--- src/rtl/uctl_pkg.sv ---
// Constants for the serial control block: register map, fields, reset values, timing.
// Assumes a 10 MHz pclk and APB with 32-bit data; only the low byte of each register is used, the low nine bits for the data register.
package uctl_pkg;

    // Clock and bit timing
    localparam int CLK_PERIOD_NS = 100;
    localparam int BIT_TIME_NS = 1600;
    localparam int BIT_CYCLES = BIT_TIME_NS / CLK_PERIOD_NS;
    localparam logic [7:0] BIT_LAST = 8'(BIT_CYCLES - 1);
    localparam logic [7:0] BIT_HALF = 8'(BIT_CYCLES / 2 - 1);

    // Register byte addresses
    localparam logic [7:0] ADDR_CTRL_ONE = 8'h10;
    localparam logic [7:0] ADDR_CTRL_TWO = 8'h14;
    localparam logic [7:0] ADDR_STATUS = 8'h18;
    localparam logic [7:0] ADDR_DATA = 8'h1c;

    // serial_control_one fields
    localparam int C1_LOOPBACK = 7;
    localparam int C1_MODULE_EN = 6;
    localparam int C1_TX_INV = 5;
    localparam int C1_LENGTH = 4;
    localparam int C1_WAKE = 3;
    localparam int C1_IDLE_START = 2;
    localparam int C1_PARITY_EN = 1;
    localparam int C1_PARITY_TYPE = 0;

    // serial_control_two fields
    localparam int C2_TXE_IRQ_EN = 7;
    localparam int C2_TC_IRQ_EN = 6;
    localparam int C2_RXF_IRQ_EN = 5;
    localparam int C2_IDLE_IRQ_EN = 4;
    localparam int C2_TX_EN = 3;
    localparam int C2_RX_EN = 2;
    localparam int C2_STANDBY = 1;
    localparam int C2_BREAK = 0;

    // Status fields (rx_full and idle are write-one-to-clear)
    localparam int ST_TXE = 7;
    localparam int ST_TC = 6;
    localparam int ST_RXF = 5;
    localparam int ST_IDLE = 4;

    // Reset values
    localparam logic [7:0] CTRL_RESET = 8'h00;
    localparam logic TXE_RESET = 1'b1;
    localparam logic TC_RESET = 1'b1;

    // Character lengths in bit times
    localparam logic [3:0] FRAME_SHORT = 4'ha;
    localparam logic [3:0] FRAME_LONG = 4'hb;

    typedef enum logic [1:0] {TX_IDLE, TX_PREAMBLE, TX_BREAK, TX_DATA} uctl_tx_state_t;
    typedef enum logic [1:0] {RX_IDLE, RX_START, RX_BITS} uctl_rx_state_t;

endpackage

--- src/rtl/uctl_top.sv ---
// Serial transceiver control path: APB registers, pin sharing, transmitter, receiver wakeup.
// Assumes APB master on pclk; pins and port direction bits are synchronous to pclk.
//
// Our own choice: the APB register port.
`timescale 1ns/1ps
module uctl_top (
    input wire logic pclk,
    input wire logic presetn,
    input wire logic psel,
    input wire logic penable,
    input wire logic pwrite,
    input wire logic [7:0] paddr,
    input wire logic [31:0] pwdata,
    output logic [31:0] prdata,
    output logic pready,
    output logic pslverr,
    input wire logic pin_zero_direction_bit,
    input wire logic pin_one_direction_bit,
    input wire logic port_pin_zero_data,
    input wire logic port_pin_one_data,
    input wire logic port_pin_one_in,
    output logic port_pin_zero_out,
    output logic port_pin_zero_oe_n,
    output logic port_pin_one_out,
    output logic port_pin_one_oe_n,
    output logic tx_irq,
    output logic rx_irq
);
    import uctl_pkg::*;

    ////////////////////////////////////////////////////////////////////////////////
    // Helpers

    function automatic logic [3:0] frame_len(input logic long_sel);
        return long_sel ? FRAME_LONG : FRAME_SHORT;
    endfunction

    function automatic logic reg_mapped(input logic [7:0] a);
        return a == ADDR_CTRL_ONE || a == ADDR_CTRL_TWO || a == ADDR_STATUS || a == ADDR_DATA;
    endfunction

    // Frame is sent LSB first: start, data (parity on top), stop, padding ones
    // parity type select
    function automatic logic [10:0] build_frame(input logic [8:0] data, input logic long_sel,
                                                input logic parity_enable, input logic parity_type);
        logic [8:0] d;
        d = data;
        if (long_sel) begin
            if (parity_enable)
                d[8] = ^data[7:0] ^ parity_type;
            return {1'b1, d, 1'b0};
        end
        if (parity_enable)
            d[7] = ^data[6:0] ^ parity_type;
        return {2'b11, d[7:0], 1'b0};
    endfunction

    ////////////////////////////////////////////////////////////////////////////////
    // Register bus

    logic [7:0] ctrl_one_reg, ctrl_two_reg;
    logic [8:0] tx_data_reg, rx_data_reg;
    logic tx_empty_reg, tx_complete_reg, rx_full_reg, idle_flag_reg;
    logic wr_done, rd_wait;
    logic loop_sel, mod_en, tx_inv, long_sel, wake_sel, idle_start, parity_enable, parity_type;
    logic tx_en, rx_en, standby, send_brk;

    assign loop_sel = ctrl_one_reg[C1_LOOPBACK];
    assign mod_en = ctrl_one_reg[C1_MODULE_EN];
    assign tx_inv = ctrl_one_reg[C1_TX_INV];
    assign long_sel = ctrl_one_reg[C1_LENGTH];
    assign wake_sel = ctrl_one_reg[C1_WAKE];
    assign idle_start = ctrl_one_reg[C1_IDLE_START];
    assign parity_enable = ctrl_one_reg[C1_PARITY_EN];
    assign parity_type = ctrl_one_reg[C1_PARITY_TYPE];
    assign tx_en = ctrl_two_reg[C2_TX_EN];
    assign rx_en = ctrl_two_reg[C2_RX_EN];
    assign standby = ctrl_two_reg[C2_STANDBY];
    assign send_brk = ctrl_two_reg[C2_BREAK];

    // One wait state: the access completes on the edge after pready rises
    assign rd_wait = psel && penable && !pready;
    assign wr_done = psel && penable && pready && pwrite && reg_mapped(paddr);

    always_ff @(posedge pclk or negedge presetn) begin
        if (!presetn) begin
            pready <= 1'b0;
            pslverr <= 1'b0;
            prdata <= 32'h0;
        end else begin
            pready <= rd_wait;
            pslverr <= rd_wait && !reg_mapped(paddr);
            if (rd_wait && !pwrite) begin
                unique case (paddr)
                    ADDR_CTRL_ONE: prdata <= {24'h0, ctrl_one_reg};
                    ADDR_CTRL_TWO: prdata <= {24'h0, ctrl_two_reg};
                    ADDR_STATUS: prdata <= {24'h0, tx_empty_reg, tx_complete_reg, rx_full_reg,
                                            idle_flag_reg, 4'h0};
                    ADDR_DATA: prdata <= {23'h0, rx_data_reg};
                    default: prdata <= 32'h0;
                endcase
            end else begin
                prdata <= 32'h0;
            end
        end
    end

    ////////////////////////////////////////////////////////////////////////////////
    // Transmitter

    uctl_tx_state_t tx_state;
    logic [7:0] tx_cnt_reg;
    logic [3:0] tx_bits_reg;
    logic [10:0] tx_sh_reg;
    logic tx_line_reg, pre_pending_reg;
    logic tx_tick, frame_end, after_break, launch_break, launch_pre, launch_data, rx_wake;

    assign tx_tick = mod_en && tx_cnt_reg == BIT_LAST;
    assign frame_end = tx_tick && tx_bits_reg <= 4'h1;
    assign after_break = tx_state == TX_BREAK && !send_brk;
    assign launch_break = frame_end && !after_break && tx_en && send_brk;
    assign launch_pre = frame_end && !after_break && tx_en && !send_brk && pre_pending_reg;
    assign launch_data = frame_end && !after_break && tx_en && !send_brk && !pre_pending_reg
                         && !tx_empty_reg;

    always_ff @(posedge pclk or negedge presetn) begin
        if (!presetn) begin
            ctrl_one_reg <= CTRL_RESET;
        end else if (wr_done && paddr == ADDR_CTRL_ONE) begin
            ctrl_one_reg <= pwdata[7:0];
        end
    end

    always_ff @(posedge pclk or negedge presetn) begin
        if (!presetn) begin
            ctrl_two_reg <= CTRL_RESET;
        end else if (wr_done && paddr == ADDR_CTRL_TWO) begin
            ctrl_two_reg <= pwdata[7:0];
        end else if (rx_wake) begin
            ctrl_two_reg[C2_STANDBY] <= 1'b0;
        end
    end

    always_ff @(posedge pclk or negedge presetn) begin
        if (!presetn) begin
            tx_cnt_reg <= 8'h0;
        end else if (!mod_en || tx_tick) begin
            tx_cnt_reg <= 8'h0;
        end else begin
            tx_cnt_reg <= tx_cnt_reg + 8'h1;
        end
    end

    always_ff @(posedge pclk or negedge presetn) begin
        if (!presetn) begin
            pre_pending_reg <= 1'b0;
        end else if (!mod_en) begin
            pre_pending_reg <= 1'b0;
        end else if (wr_done && paddr == ADDR_CTRL_TWO && pwdata[C2_TX_EN] && !tx_en) begin
            pre_pending_reg <= 1'b1;
        end else if (launch_pre || launch_break) begin
            pre_pending_reg <= 1'b0;
        end
    end

    always_ff @(posedge pclk or negedge presetn) begin
        if (!presetn) begin
            tx_empty_reg <= TXE_RESET;
            tx_data_reg <= 9'h0;
        end else begin
            if (wr_done && paddr == ADDR_DATA)
                tx_data_reg <= pwdata[8:0];
            if (!mod_en || launch_data)
                tx_empty_reg <= 1'b1;
            else if (wr_done && paddr == ADDR_DATA)
                tx_empty_reg <= 1'b0;
        end
    end

    always_ff @(posedge pclk or negedge presetn) begin
        if (!presetn) begin
            tx_complete_reg <= TC_RESET;
        end else begin
            tx_complete_reg <= !mod_en || (tx_empty_reg && tx_state == TX_IDLE
                               && !pre_pending_reg && !(tx_en && send_brk));
        end
    end

    always_ff @(posedge pclk or negedge presetn) begin
        if (!presetn) begin
            tx_state <= TX_IDLE;
            tx_line_reg <= 1'b1;
            tx_bits_reg <= 4'h0;
            tx_sh_reg <= 11'h7ff;
        end else if (!mod_en) begin
            tx_state <= TX_IDLE;
            tx_line_reg <= 1'b1;
            tx_bits_reg <= 4'h0;
            tx_sh_reg <= 11'h7ff;
        end else if (tx_tick && !frame_end) begin
            tx_sh_reg <= {1'b1, tx_sh_reg[10:1]};
            tx_line_reg <= tx_sh_reg[1];
            tx_bits_reg <= tx_bits_reg - 4'h1;
        end else if (launch_break) begin
            tx_state <= TX_BREAK;
            tx_sh_reg <= 11'h0;
            tx_line_reg <= 1'b0;
            tx_bits_reg <= frame_len(long_sel);
        end else if (launch_pre) begin
            tx_state <= TX_PREAMBLE;
            tx_sh_reg <= 11'h7ff;
            tx_line_reg <= 1'b1;
            tx_bits_reg <= frame_len(long_sel);
        end else if (launch_data) begin
            tx_state <= TX_DATA;
            tx_sh_reg <= build_frame(tx_data_reg, long_sel, parity_enable, parity_type);
            tx_line_reg <= 1'b0;
            tx_bits_reg <= frame_len(long_sel);
        end else if (frame_end) begin
            tx_state <= TX_IDLE;
            tx_line_reg <= 1'b1;
            tx_bits_reg <= 4'h0;
        end
    end

    ////////////////////////////////////////////////////////////////////////////////
    // Pins and interrupt requests

    always_ff @(posedge pclk or negedge presetn) begin
        if (!presetn) begin
            port_pin_zero_out <= 1'b0;
            port_pin_zero_oe_n <= 1'b1;
            port_pin_one_out <= 1'b0;
            port_pin_one_oe_n <= 1'b1;
        end else begin
            port_pin_zero_out <= mod_en ? tx_line_reg ^ tx_inv : port_pin_zero_data;
            port_pin_zero_oe_n <= mod_en ? 1'b0 : !pin_zero_direction_bit;
            port_pin_one_out <= port_pin_one_data;
            port_pin_one_oe_n <= mod_en ? 1'b1 : !pin_one_direction_bit;
        end
    end

    always_ff @(posedge pclk or negedge presetn) begin
        if (!presetn) begin
            tx_irq <= 1'b0;
            rx_irq <= 1'b0;
        end else begin
            tx_irq <= mod_en && ((tx_empty_reg && ctrl_two_reg[C2_TXE_IRQ_EN])
                      || (tx_complete_reg && ctrl_two_reg[C2_TC_IRQ_EN]));
            rx_irq <= mod_en && !standby && ((rx_full_reg && ctrl_two_reg[C2_RXF_IRQ_EN])
                      || (idle_flag_reg && ctrl_two_reg[C2_IDLE_IRQ_EN]));
        end
    end

    ////////////////////////////////////////////////////////////////////////////////
    // Receiver

    uctl_rx_state_t rx_state;
    logic [7:0] rx_cnt_reg;
    logic [3:0] rx_bits_reg, ones_reg;
    logic [9:0] rx_sh_reg;
    logic [9:0] rx_sh_next;
    logic rx_in, rx_tick, rx_done, count_step, idle_hit, armed_reg, rx_run;

    assign rx_in = loop_sel ? tx_line_reg ^ tx_inv : port_pin_one_in;
    assign rx_run = mod_en && rx_en;
    assign rx_tick = rx_cnt_reg == BIT_LAST;
    assign rx_sh_next = {rx_in, rx_sh_reg[9:1]};
    assign rx_done = rx_state == RX_BITS && rx_tick && rx_bits_reg == 4'h1;
    assign count_step = rx_tick && (rx_state == RX_IDLE || (rx_state == RX_BITS && !idle_start));
    assign idle_hit = rx_run && count_step && rx_in && ones_reg == frame_len(long_sel) - 4'h1;
    assign rx_wake = standby && ((wake_sel && rx_done && rx_sh_next[8])
                     || (!wake_sel && idle_hit));

    always_ff @(posedge pclk or negedge presetn) begin
        if (!presetn) begin
            rx_state <= RX_IDLE;
            rx_cnt_reg <= 8'h0;
            rx_bits_reg <= 4'h0;
            rx_sh_reg <= 10'h0;
        end else if (!rx_run) begin
            rx_state <= RX_IDLE;
            rx_cnt_reg <= 8'h0;
            rx_bits_reg <= 4'h0;
        end else begin
            rx_cnt_reg <= rx_tick ? 8'h0 : rx_cnt_reg + 8'h1;
            unique case (rx_state)
                RX_IDLE: begin
                    if (!rx_in) begin
                        rx_state <= RX_START;
                        rx_cnt_reg <= 8'h0;
                    end
                end
                RX_START: begin
                    if (rx_cnt_reg == BIT_HALF) begin
                        rx_state <= rx_in ? RX_IDLE : RX_BITS;
                        rx_cnt_reg <= 8'h0;
                        rx_bits_reg <= frame_len(long_sel) - 4'h1;
                    end
                end
                RX_BITS: begin
                    if (rx_tick) begin
                        rx_sh_reg <= rx_sh_next;
                        rx_bits_reg <= rx_bits_reg - 4'h1;
                        if (rx_bits_reg == 4'h1)
                            rx_state <= RX_IDLE;
                    end
                end
            endcase
        end
    end

    always_ff @(posedge pclk or negedge presetn) begin
        if (!presetn) begin
            ones_reg <= 4'h0;
        end else if (!rx_run || (rx_state == RX_IDLE && !rx_in)) begin
            ones_reg <= 4'h0;
        end else if (count_step) begin
            if (!rx_in)
                ones_reg <= 4'h0;
            else if (ones_reg != frame_len(long_sel))
                ones_reg <= ones_reg + 4'h1;
        end
    end

    always_ff @(posedge pclk or negedge presetn) begin
        if (!presetn) begin
            rx_full_reg <= 1'b0;
            idle_flag_reg <= 1'b0;
            armed_reg <= 1'b0;
            rx_data_reg <= 9'h0;
        end else begin
            if (rx_done && (!standby || rx_wake)) begin
                rx_data_reg <= long_sel ? rx_sh_next[8:0] : {1'b0, rx_sh_next[8:1]};
                rx_full_reg <= 1'b1;
                armed_reg <= 1'b1;
            end else if (wr_done && paddr == ADDR_STATUS && pwdata[ST_RXF]) begin
                rx_full_reg <= 1'b0;
            end
            if (idle_hit && armed_reg && !standby) begin
                idle_flag_reg <= 1'b1;
                armed_reg <= 1'b0;
            end else if (wr_done && paddr == ADDR_STATUS && pwdata[ST_IDLE]) begin
                idle_flag_reg <= 1'b0;
            end
        end
    end
endmodule // uctl_top

--- config.mk ---
export PLATFORM = sky130hd
export DESIGN_NAME = uctl_top
export DESIGN_NICKNAME = d
export VERILOG_FILES = /design/src/rtl/uctl_pkg.sv /design/src/rtl/uctl_top.sv
export SDC_FILE = /design/constraint.sdc
export NUM_CORES = 1
export LEC_CHECK = 0
export BUFFER_PORTS_ARGS = -buffer_cell sky130_fd_sc_hd__clkbuf_2
export CORE_ASPECT_RATIO = 0.5
export CORE_UTILIZATION = 61
export DETAILED_ROUTE_END_ITERATION = 10
export PLACE_DENSITY = 0.85
export SETUP_SLACK_MARGIN = 0.2
export SYNTH_ARGS = -nofsm -noshare
export SYNTH_HDL_FRONTEND = slang
export SYNTH_SLANG_ARGS = --single-unit
export TNS_END_PERCENT = 1
--- constraint.sdc ---
create_clock -name pclk -period 5.75 [get_ports pclk]
set_clock_uncertainty 0.15 [all_clocks]
set_input_delay 0.575 -clock pclk [delete_from_list [all_inputs] [get_ports pclk]]
set_output_delay 0.575 -clock pclk [all_outputs]
set_load 0.02 [all_outputs]
Word-level counts from Yosys, hierarchy flattened
Index checks and enable logic that the tools add are counted.
W data, S select, Z words.

word-level totals
  register bits after elaboration = 134
  word-level logic and storage cells = 238
  input bits = 50
  output and inout port bits = 40

cells by class
  bitwise operators = 3
  add/sub/neg operators = 6
  magnitude comparators = 1
  equal/unequal tests = 24
  muxes and demuxes = 75
  reductions and logical operators = 99

operators with widths
  cell                   count
  $mux W11               7
  $logic_and A1 B1 Y1    53
  $mux W4                13
  $mux W8                5
  $pmux W9 S4            1
  $eq A8 B5 Y1 const B   4
  $mux W1                32
  $mux W32               1
  $mux W2                12
  $logic_not A1 Y1       18
  $add A8 B1 Y8 const B  2
  $eq A8 B4 Y1 const B   2
  $pmux W8 S2            1
  $logic_or A1 B1 Y1     13
  $reduce_bool A2 Y1     6
  $sub A4 B1 Y4 const B  3
  $ne A5 B1 Y1 const B   2
  $mux W9                1
  $ne A3 B1 Y1 const B   3
  $ne A3 B3 Y1 const B   3
  $eq A8 B3 Y1 const B   1
  $pmux W4 S2            1
  $reduce_xor A8 Y1      1
  $reduce_xor A7 Y1      1
  other kinds (16)       22

Longest topological paths before layout
Gate-level depths: netlist (run 1).

  depth after elaboration = 19
  mapped depth = 8
  depth with buffers taken out = 7

Worst setup path after synthesis (run 1)
OpenSTA, ideal clock, no wires.

  path type = register to register
  start = register rx_cnt_reg[5]
  end = register rx_data_reg[1]
  cell stages (with the launch flop) = 8
  required time = 5475 ps
  arrival = 2125 ps
  setup slack = 3350 ps
  setup time = 125 ps
  buffers on the path = 2
  clock period less this slack = 2400 ps
  cells stage by stage = dfrtp_1 > or4_4 > buf_6 > a211oi_4 > nand4b_2 > a31oi_4 > buf_12 > mux2_4

on the way
  longest elaborated chain between the ends = 10
  elaborated cells on any way between the ends = 14
  classes of those cells = eq/ne (1); reduce/logical (13)

RTL lines
  element                           line             source
  start: declaration                uctl_top.sv:259  logic [7:0] rx_cnt_reg;
  start signal: assignment          uctl_top.sv:286  rx_cnt_reg <= rx_tick ? 8'h0 : rx_cnt_reg + 8'h1;
  $eq A8 B4 Y1 (*)                  uctl_top.sv:267  assign rx_tick = rx_cnt_reg == BIT_LAST;
  $logic_and A1 B1 Y1               uctl_top.sv:270  assign count_step = rx_tick && (rx_state == RX_IDLE || (rx_state == RX_BITS && !idle_start));
  $logic_and A1 B1 Y1 (3 in a row)  uctl_top.sv:271  assign idle_hit = rx_run && count_step && rx_in && ones_reg == frame_len(long_sel) - 4'h1;
  $logic_and A1 B1 Y1               uctl_top.sv:273  || (!wake_sel && idle_hit));
  $logic_or A1 B1 Y1                uctl_top.sv:273
  $logic_and A1 B1 Y1               uctl_top.sv:272  assign rx_wake = standby && ((wake_sel && rx_done && rx_sh_next[8])
  $logic_or A1 B1 Y1                uctl_top.sv:333  if (rx_done && (!standby || rx_wake)) begin
  $logic_and A1 B1 Y1 (*)           uctl_top.sv:333
  end signal: assignment            uctl_top.sv:334  rx_data_reg <= long_sel ? rx_sh_next[8:0] : {1'b0, rx_sh_next[8:1]};
  end: declaration                  uctl_top.sv:62   logic [8:0] tx_data_reg, rx_data_reg;

Every way passes the cells marked *; elsewhere a longest branch is shown, timed or not.
A chain may end at the register's enable or synchronous reset.

Final worst setup path (run 1)
  start = register tx_line_reg
  end = register rx_data_reg[0]

on the way
  longest elaborated chain between the ends = 9

RTL lines
  element                           line             source
  start: declaration                uctl_top.sv:115  logic tx_line_reg, pre_pending_reg;
  start signal: assignment          uctl_top.sv:202  tx_line_reg <= tx_sh_reg[1];
  $xor A1 B1 Y1                     uctl_top.sv:265  assign rx_in = loop_sel ? tx_line_reg ^ tx_inv : port_pin_one_in;
  $mux W1                           uctl_top.sv:265
  $logic_and A1 B1 Y1 (2 in a row)  uctl_top.sv:271
  $logic_and A1 B1 Y1               uctl_top.sv:273
  $logic_or A1 B1 Y1                uctl_top.sv:273
  $logic_and A1 B1 Y1               uctl_top.sv:272
  $logic_or A1 B1 Y1                uctl_top.sv:333
  $logic_and A1 B1 Y1               uctl_top.sv:333

Every way passes these cells.

==> reports/qor.txt, run 1 <==
Multi-input logic area = 2625 µm²
R2R setup slack = 2.92 ns
Dpl hpwl = 7.694 mm
Mapped Cells = 508
Inserted Clock Buffers = 9
DRT iter0 DRCs = 246
Area contributors post-synth = dfrtp_1 42%, mux2_2 8.4%, dfstp_2 7.0%
Syn Area/Cell = 11.06 µm²
# fillers = 622
Die W = 137.7 µm
Critical path launch point type = flop
Synth Flop Type = dfrtp_1
DR WL met3 = 482 µm
EDFF count, synth = 0
Initial Utilization = 0.6362
Slew @ Worst Pin = 1.170 ns
Final core area utilization = 0.6920
Final GP Congestion = 0.8449
Port bufs = 43
Worst r2r dst = rx_data_reg[0]
Initial antenna violation count = 0
P_leak = 2.852 nW
# IOs = 90
Dpl cells = 652
Pwr Total = 1.450 mW
GRT Residual Overflow = 0
Critical-path maximum fanout = 11
Critical path required time = 5.84 ns
# diodes = 0
Share of the synthesized area in the top cell type = 0.4188
Register area = 2746 µm²
Worst Path Arrival = 2.92 ns
Top layer in use = met4
Routed Antenna Nets = 0
Post-synth top area cell = dfrtp_1
Final period util = 0.4926
Kind of critical path = reg2reg
Final Non-Filler Cells = 668
RSZ-0062 raised after global routing = no
Async S/R FF share, synth = 1.000
Power Density = 237.3 nW/µm²
Post-DR wirelength/cell = 16.99 µm
Via-to-Cell Ratio = 5.865
Met1 wire length = 5.134 mm
Post-CTS Resized = 0
Final nets = 606
Post-synthesis cell area = 5617 µm²
Cell chosen for the clock root = clkbuf_16
Peak VDD IR = 164.9 µV
First-pass GRT wire length = 19.27 mm
Die ar. = 9618 µm²
Synth Warn # = 0
CTS Sinks = 109
Max FFs per register = 10
R2r worst-path depth = 5
# DRC = 0
Row count = 24
Routed Wire Length = 11.35 mm
Largest net degree at the start of global routing = 75
Hold Vio Cnt, Final = 0
Routed length on met2 = 5.530 mm
MaxCap Viol Count = 0
Max-slew violations = 0
Max Fclk = 353.0 MHz
Post-CTS Setup Bufs = 0
Worst skew pair latency = 0.35 ns
Cell variety after synth = 66
Pre-antenna DRT Iters = 4
CTS clk-pin slew, worst paths = 0.07 ns
HP Class = in2async
H-tree levels = 3
Proportion of layout cells with a drive suffix above 1 = 0.2668
Status = completed
P&R area growth vs syn = 8.777%
Setup violations, final = 0
Vias in the first global route = 3881
TritonCTS clock tree = yes
Min Tclk post-route = 2.833 ns
Chip height = 69.85 µm
CP Capture Type = flop
Sequential-to-total area share from yosys stat = 0.4890
FF-to-FF Start = tx_line_reg
GRT Util Overall = 0.2644
Relative slew slack = 0.2163
Clock Path Buffers = 2
Hold-fix buffers, CTS = 0
Core footprint = 8828 µm²
Yosys reg bits = 109
Setup TNS = 0 ns
Via Count = 3918
==> worst max-delay path by stage <==
stage,startpoint,to,slack [ns],depth (start not counted)
final,tx_line_reg,rx_data_reg[0],2.92,5
after global routing,tx_cnt_reg[6],tx_sh_reg[5],2.79,5
after CTS,tx_line_reg,rx_data_reg[0],2.94,5
after detailed placement,tx_line_reg,rx_data_reg[0],3.04,5
after global placement,tx_line_reg,rx_data_reg[0],3.05,5
after floorplan,rx_cnt_reg[5],rx_data_reg[1],3.35,7
==> where the power goes <==
| group | total, mW | switching [mW] | internal, mW |
|---|---|---|---|
| sequential | 0.772 | 0.00201 | 0.770 |
| clock | 0.615 | 0.278 | 0.337 |
| combinational | 0.0623 | 0.0467 | 0.0156 |
==> layer usage <==
layer | track usage | vias up
met2 | 0.4165 | 103
met5 | 0 | -
met1 | 0.3616 | 1963
met4 | 0.08816 | 0
li1 | - | 1832
met3 | 0.06391 | 20
==> critical path: stages (launching register included) <==
cell and delay (ns):
dfstp_2 0.55, xnor2_1 0.20, a211oi_1 0.64, nand4b_2 0.24
a31oi_4 0.54, mux2_2 0.39
==> area by class of cell <==
class | count | area share
multi-input combinational | 364 | 0.4297
tap | 117 | 0.02396
inverter | 16 | 0.009830
sequential | 109 | 0.4495
timing repair buffer | 46 | 0.03932
clock buffer | 10 | 0.03748
clock inverter | 6 | 0.01024
==> synthesized netlist by cell type, drive strengths merged (3+ instances only) <==
library cell and number:
dfrtp 94, mux2 49, nor2 48, o21ai 30, nand2 29, buf 28, inv 16, xnor2 16
dfstp 15, clkbuf 13, nand3 12, nor2b 12, a31oi 10, ha 10, a21oi 9, and2 8
nand4 8, a41oi 7, mux2i 7, nand2b 7, or2 7, a21o 6, and3 5, nor3 5
a211oi 4, mux4 4, nor3b 4, o211ai 4, xor2 4, o211a 3, or4 3
==> stage by stage <==
| step | setup slack, ns | hold slack (ns) | area (µm²) |
|---|---|---|---|
| finish | 2.917 | 0.009128 | 6110 |
| global route | 2.794 | 0.04027 | 6110 |
| CTS | 2.941 | 0.02609 | 6110 |
| detailed placement | 3.038 | 0.2923 | 5818 |
| global placement | 3.048 | 0.2958 | 5818 |
| floorplan | 3.350 | 0.1294 | 5699 |
==> cell families after synthesis <==
| kind of cell | after synthesis | share of synthesized area |
|---|---|---|
| mux | 60 | 0.1314 |
| flops | 109 | 0.4890 |
| buf+inv | 57 | 0.05837 |
| compound gates | 90 | 0.1138 |
| other cells | 1 | 0.0006677 |
| fa+ha+maj | 10 | 0.02228 |
| simple gates | 160 | 0.1493 |
| xor+xnor | 21 | 0.03520 |
==> cell usage in the layout, fill, tap and decap left out, drive strengths merged, types with 3 or more instances in the layout <==
| cell | Yosys | layout |
|---|---|---|
| o211a | 3 | 3 |
| nand4 | 8 | 8 |
| clkbuf | 13 | 52 |
| nand2b | 7 | 7 |
| and2 | 8 | 8 |
| a21o | 6 | 6 |
| inv | 16 | 17 |
| ha | 10 | 10 |
| mux2 | 49 | 49 |
| a211oi | 4 | 4 |
| xor2 | 4 | 4 |
| nor2 | 48 | 48 |
| a31oi | 10 | 10 |
| xnor2 | 16 | 16 |
| dfstp | 15 | 15 |
| mux2i | 7 | 7 |
| mux4 | 4 | 4 |
| o211ai | 4 | 4 |
| nor3b | 4 | 4 |
| a21oi | 9 | 9 |
| and3 | 5 | 5 |
| conb | 1 | 23 |
| nand3 | 12 | 12 |
| dfrtp | 94 | 94 |
| nor2b | 12 | 12 |
| nor3 | 5 | 5 |
| or4 | 3 | 3 |
| nand2 | 29 | 29 |
| or2 | 7 | 7 |
| buf | 28 | 4 |
| a41oi | 7 | 7 |
| o21ai | 30 | 30 |
No activity file was read; power rests on OpenSTA's default activity.
==> inputs of run 2 (changes only) <==
--- a/config.mk
+++ b/config.mk
@@ -7,9 +7,9 @@
 export LEC_CHECK = 0
 export BUFFER_PORTS_ARGS = -buffer_cell sky130_fd_sc_hd__clkbuf_2
 export CORE_ASPECT_RATIO = 0.5
-export CORE_UTILIZATION = 61
+export CORE_UTILIZATION = 51
 export DETAILED_ROUTE_END_ITERATION = 10
-export PLACE_DENSITY = 0.85
+export PLACE_DENSITY = 0.76
 export SETUP_SLACK_MARGIN = 0.2
 export SYNTH_ARGS = -nofsm -noshare
 export SYNTH_HDL_FRONTEND = slang
==> constraint.sdc (replaced) <==
create_clock -name pclk -period 2.3 [get_ports pclk]
set_clock_uncertainty 0.15 [all_clocks]
set_input_delay 0.23 -clock pclk [delete_from_list [all_inputs] [get_ports pclk]]
set_output_delay 0.23 -clock pclk [all_outputs]
set_load 0.02 [all_outputs]
==> run 2 against run 1 <==
Critical endpoint is now rx_state[0]. Cell count increased by 10%. Sequential power grew to 2.5 times the previous value. Non-clock buffer count rose by 45. The flow now finishes with violations (negative setup slack).
==> reports/qor.txt, run 2 (synthesized netlist as in run 1, its figures left out) <==
TritonCTS clock tree = yes
Dpl hpwl = 8.380 mm
FF-to-FF Start = rx_cnt_reg[6]
Row count = 26
Final GP Congestion = 0.8090
P&R area growth vs syn = 20.00%
Via-to-Cell Ratio = 5.549
Setup violations, final = 8
Worst Path Arrival = 2.42 ns
Clock Path Buffers = 2
Min Tclk post-route = 2.339 ns
Die ar. = 11460 µm²
Comb pwr share = 0.046
Power Density = 572.4 nW/µm²
Net switching power = 782.6 µW
GRT Util Overall = 0.2264
H-tree levels = 3
RSZ-0062 raised after global routing = yes
Hold Vio Cnt, Final = 0
CTS Sinks = 109
Max FFs per register = 10
Chip height = 76.21 µm
Dpl cells = 710
Critical path required time = 2.38 ns
Routed Wire Length = 11.95 mm
Peak VDD IR = 333.2 µV
Largest net degree at the start of global routing = 66
Pre-antenna DRT Iters = 4
Die W = 150.4 µm
Post-DR wirelength/cell = 16.24 µm
R2R setup slack = -0.04 ns
Cell chosen for the clock root = clkbuf_16
Sw frac = 0.2028
Clock power frac = 0.454
HP Class = in2reg
Final Non-Filler Cells = 736
# DRC = 0
R2r worst-path depth = 6
Failing checks = negative setup slack
MaxCap Viol Count = 0
# fillers = 787
Status = finished with violations
Final core area utilization = 0.6455
CP Capture Type = flop
Commonest non-fill, non-tap cell in the layout = dfrtp_1
Worst skew pair latency = 0.35 ns
Initial Utilization = 0.5379
Via Count = 4084
Critical-path maximum fanout = 4
GRT Residual Overflow = 0
Max-slew violations = 0
Critical path launch point type = flop
CP Capture Point = rx_state[0]
Proportion of layout cells with a drive suffix above 1 = 0.3423
First-pass GRT wire length = 20.22 mm
Worst setup margin = -0.03878 ns
Core footprint = 10440 µm²
Port bufs = 43
CTS clk-pin slew, worst paths = 0.07 ns
Final nets = 651
Worst Setup SP = rx_cnt_reg[6]
Vias in the first global route = 4048
Initial antenna violation count = 0
Worst r2r dst = rx_state[0]
Final period util = 1.017
# IOs = 90
Routed Antenna Nets = 0
Pint = 3.075 mW
WHS = 0.01433 ns
Inserted Clock Buffers = 9
P_leak = 3.148 nW
# diodes = 0
Commonest cells after routing, fill and taps aside = 94 x dfrtp_1, 46 x nor2_1, 42 x mux2_2, 42 x clkbuf_2, 36 x buf_4
Reg power frac = 0.501
Max Fclk = 427.6 MHz
Setup TNS = -0.2334 ns
Kind of critical path = reg2reg
DRT iter0 DRCs = 216
-- run 2: power by group through the flow --
stage	Combinational [mW]	Sequential [mW]	Clock, mW
after global placement	0.162	1.97	0
after CTS	0.178	1.93	1.79
after global routing	0.196	1.93	1.86
after detailed placement	0.164	1.97	0
after floorplan	0.0993	1.97	0
final	0.176	1.93	1.75
-- run 2: worst min path at each step --
stage / end / start / depth (start not counted) / slack [ns]
final: ctrl_two_reg[7] / pwdata[7] / 2 / 0.01
after global routing: ctrl_two_reg[1] / pwdata[1] / 3 / 0.02
after CTS: ctrl_two_reg[7] / pwdata[7] / 2 / 0.001
after detailed placement: port_pin_one_out / presetn / 1 / 0.02
after global placement: port_pin_one_out / presetn / 1 / 0.01
after floorplan: armed_reg / presetn / 0 / -0.22
-- run 2: through the flow --
stage / instance area, µm² / setup WS (ns) / total power [mW]
after floorplan: 5708 / -0.07712 / 2.073
after global placement: 6143 / -0.01200 / 2.128
after detailed placement: 6143 / -0.07698 / 2.130
after CTS: 6699 / -0.06109 / 3.899
after global routing: 6740 / -0.1281 / 3.988
final: 6740 / -0.03878 / 3.858
-- run 2: final cells by class --
type,count,area [µm²],share of cell area
Multi-Input combinational cell,364,2784,0.4130
Sequential cell,109,2746,0.4075
Timing Repair Buffer,91,633.1,0.09393
Clock buffer,12,246.5,0.03657
Tap cell,140,175.2,0.02599
Clock inverter,4,95.09,0.01411
Inverter,16,60.06,0.008910
-- run 2: timing repair --
item	4_1_cts	5_1_grt
hold endpoints to repair	35	0
hold buffers	9	0
setup endpoints to repair	38	53
gates resized for setup	34	8
pin swaps	32	14
buffers inserted	1	0
-- run 2: critical path, cell delays in order (launching register included) --
cell,delay (ns)
dfrtp_1,0.38
or4_4,0.58
buf_6,0.16
o31ai_4,0.34
and2_4,0.22
a31oi_4,0.11
mux2_2,0.28
-- run 2: routing by layer --
| layer | global-route usage | vias up | wire length, µm |
|---|---|---|---|
| met4 | 0.05455 | 0 | 104 |
| met3 | 0.05329 | 12 | 387 |
| li1 | - | 1925 | - |
| met5 | 0 | - | 0 |
| met1 | 0.2989 | 2072 | 5359 |
| met2 | 0.3770 | 75 | 6102 |
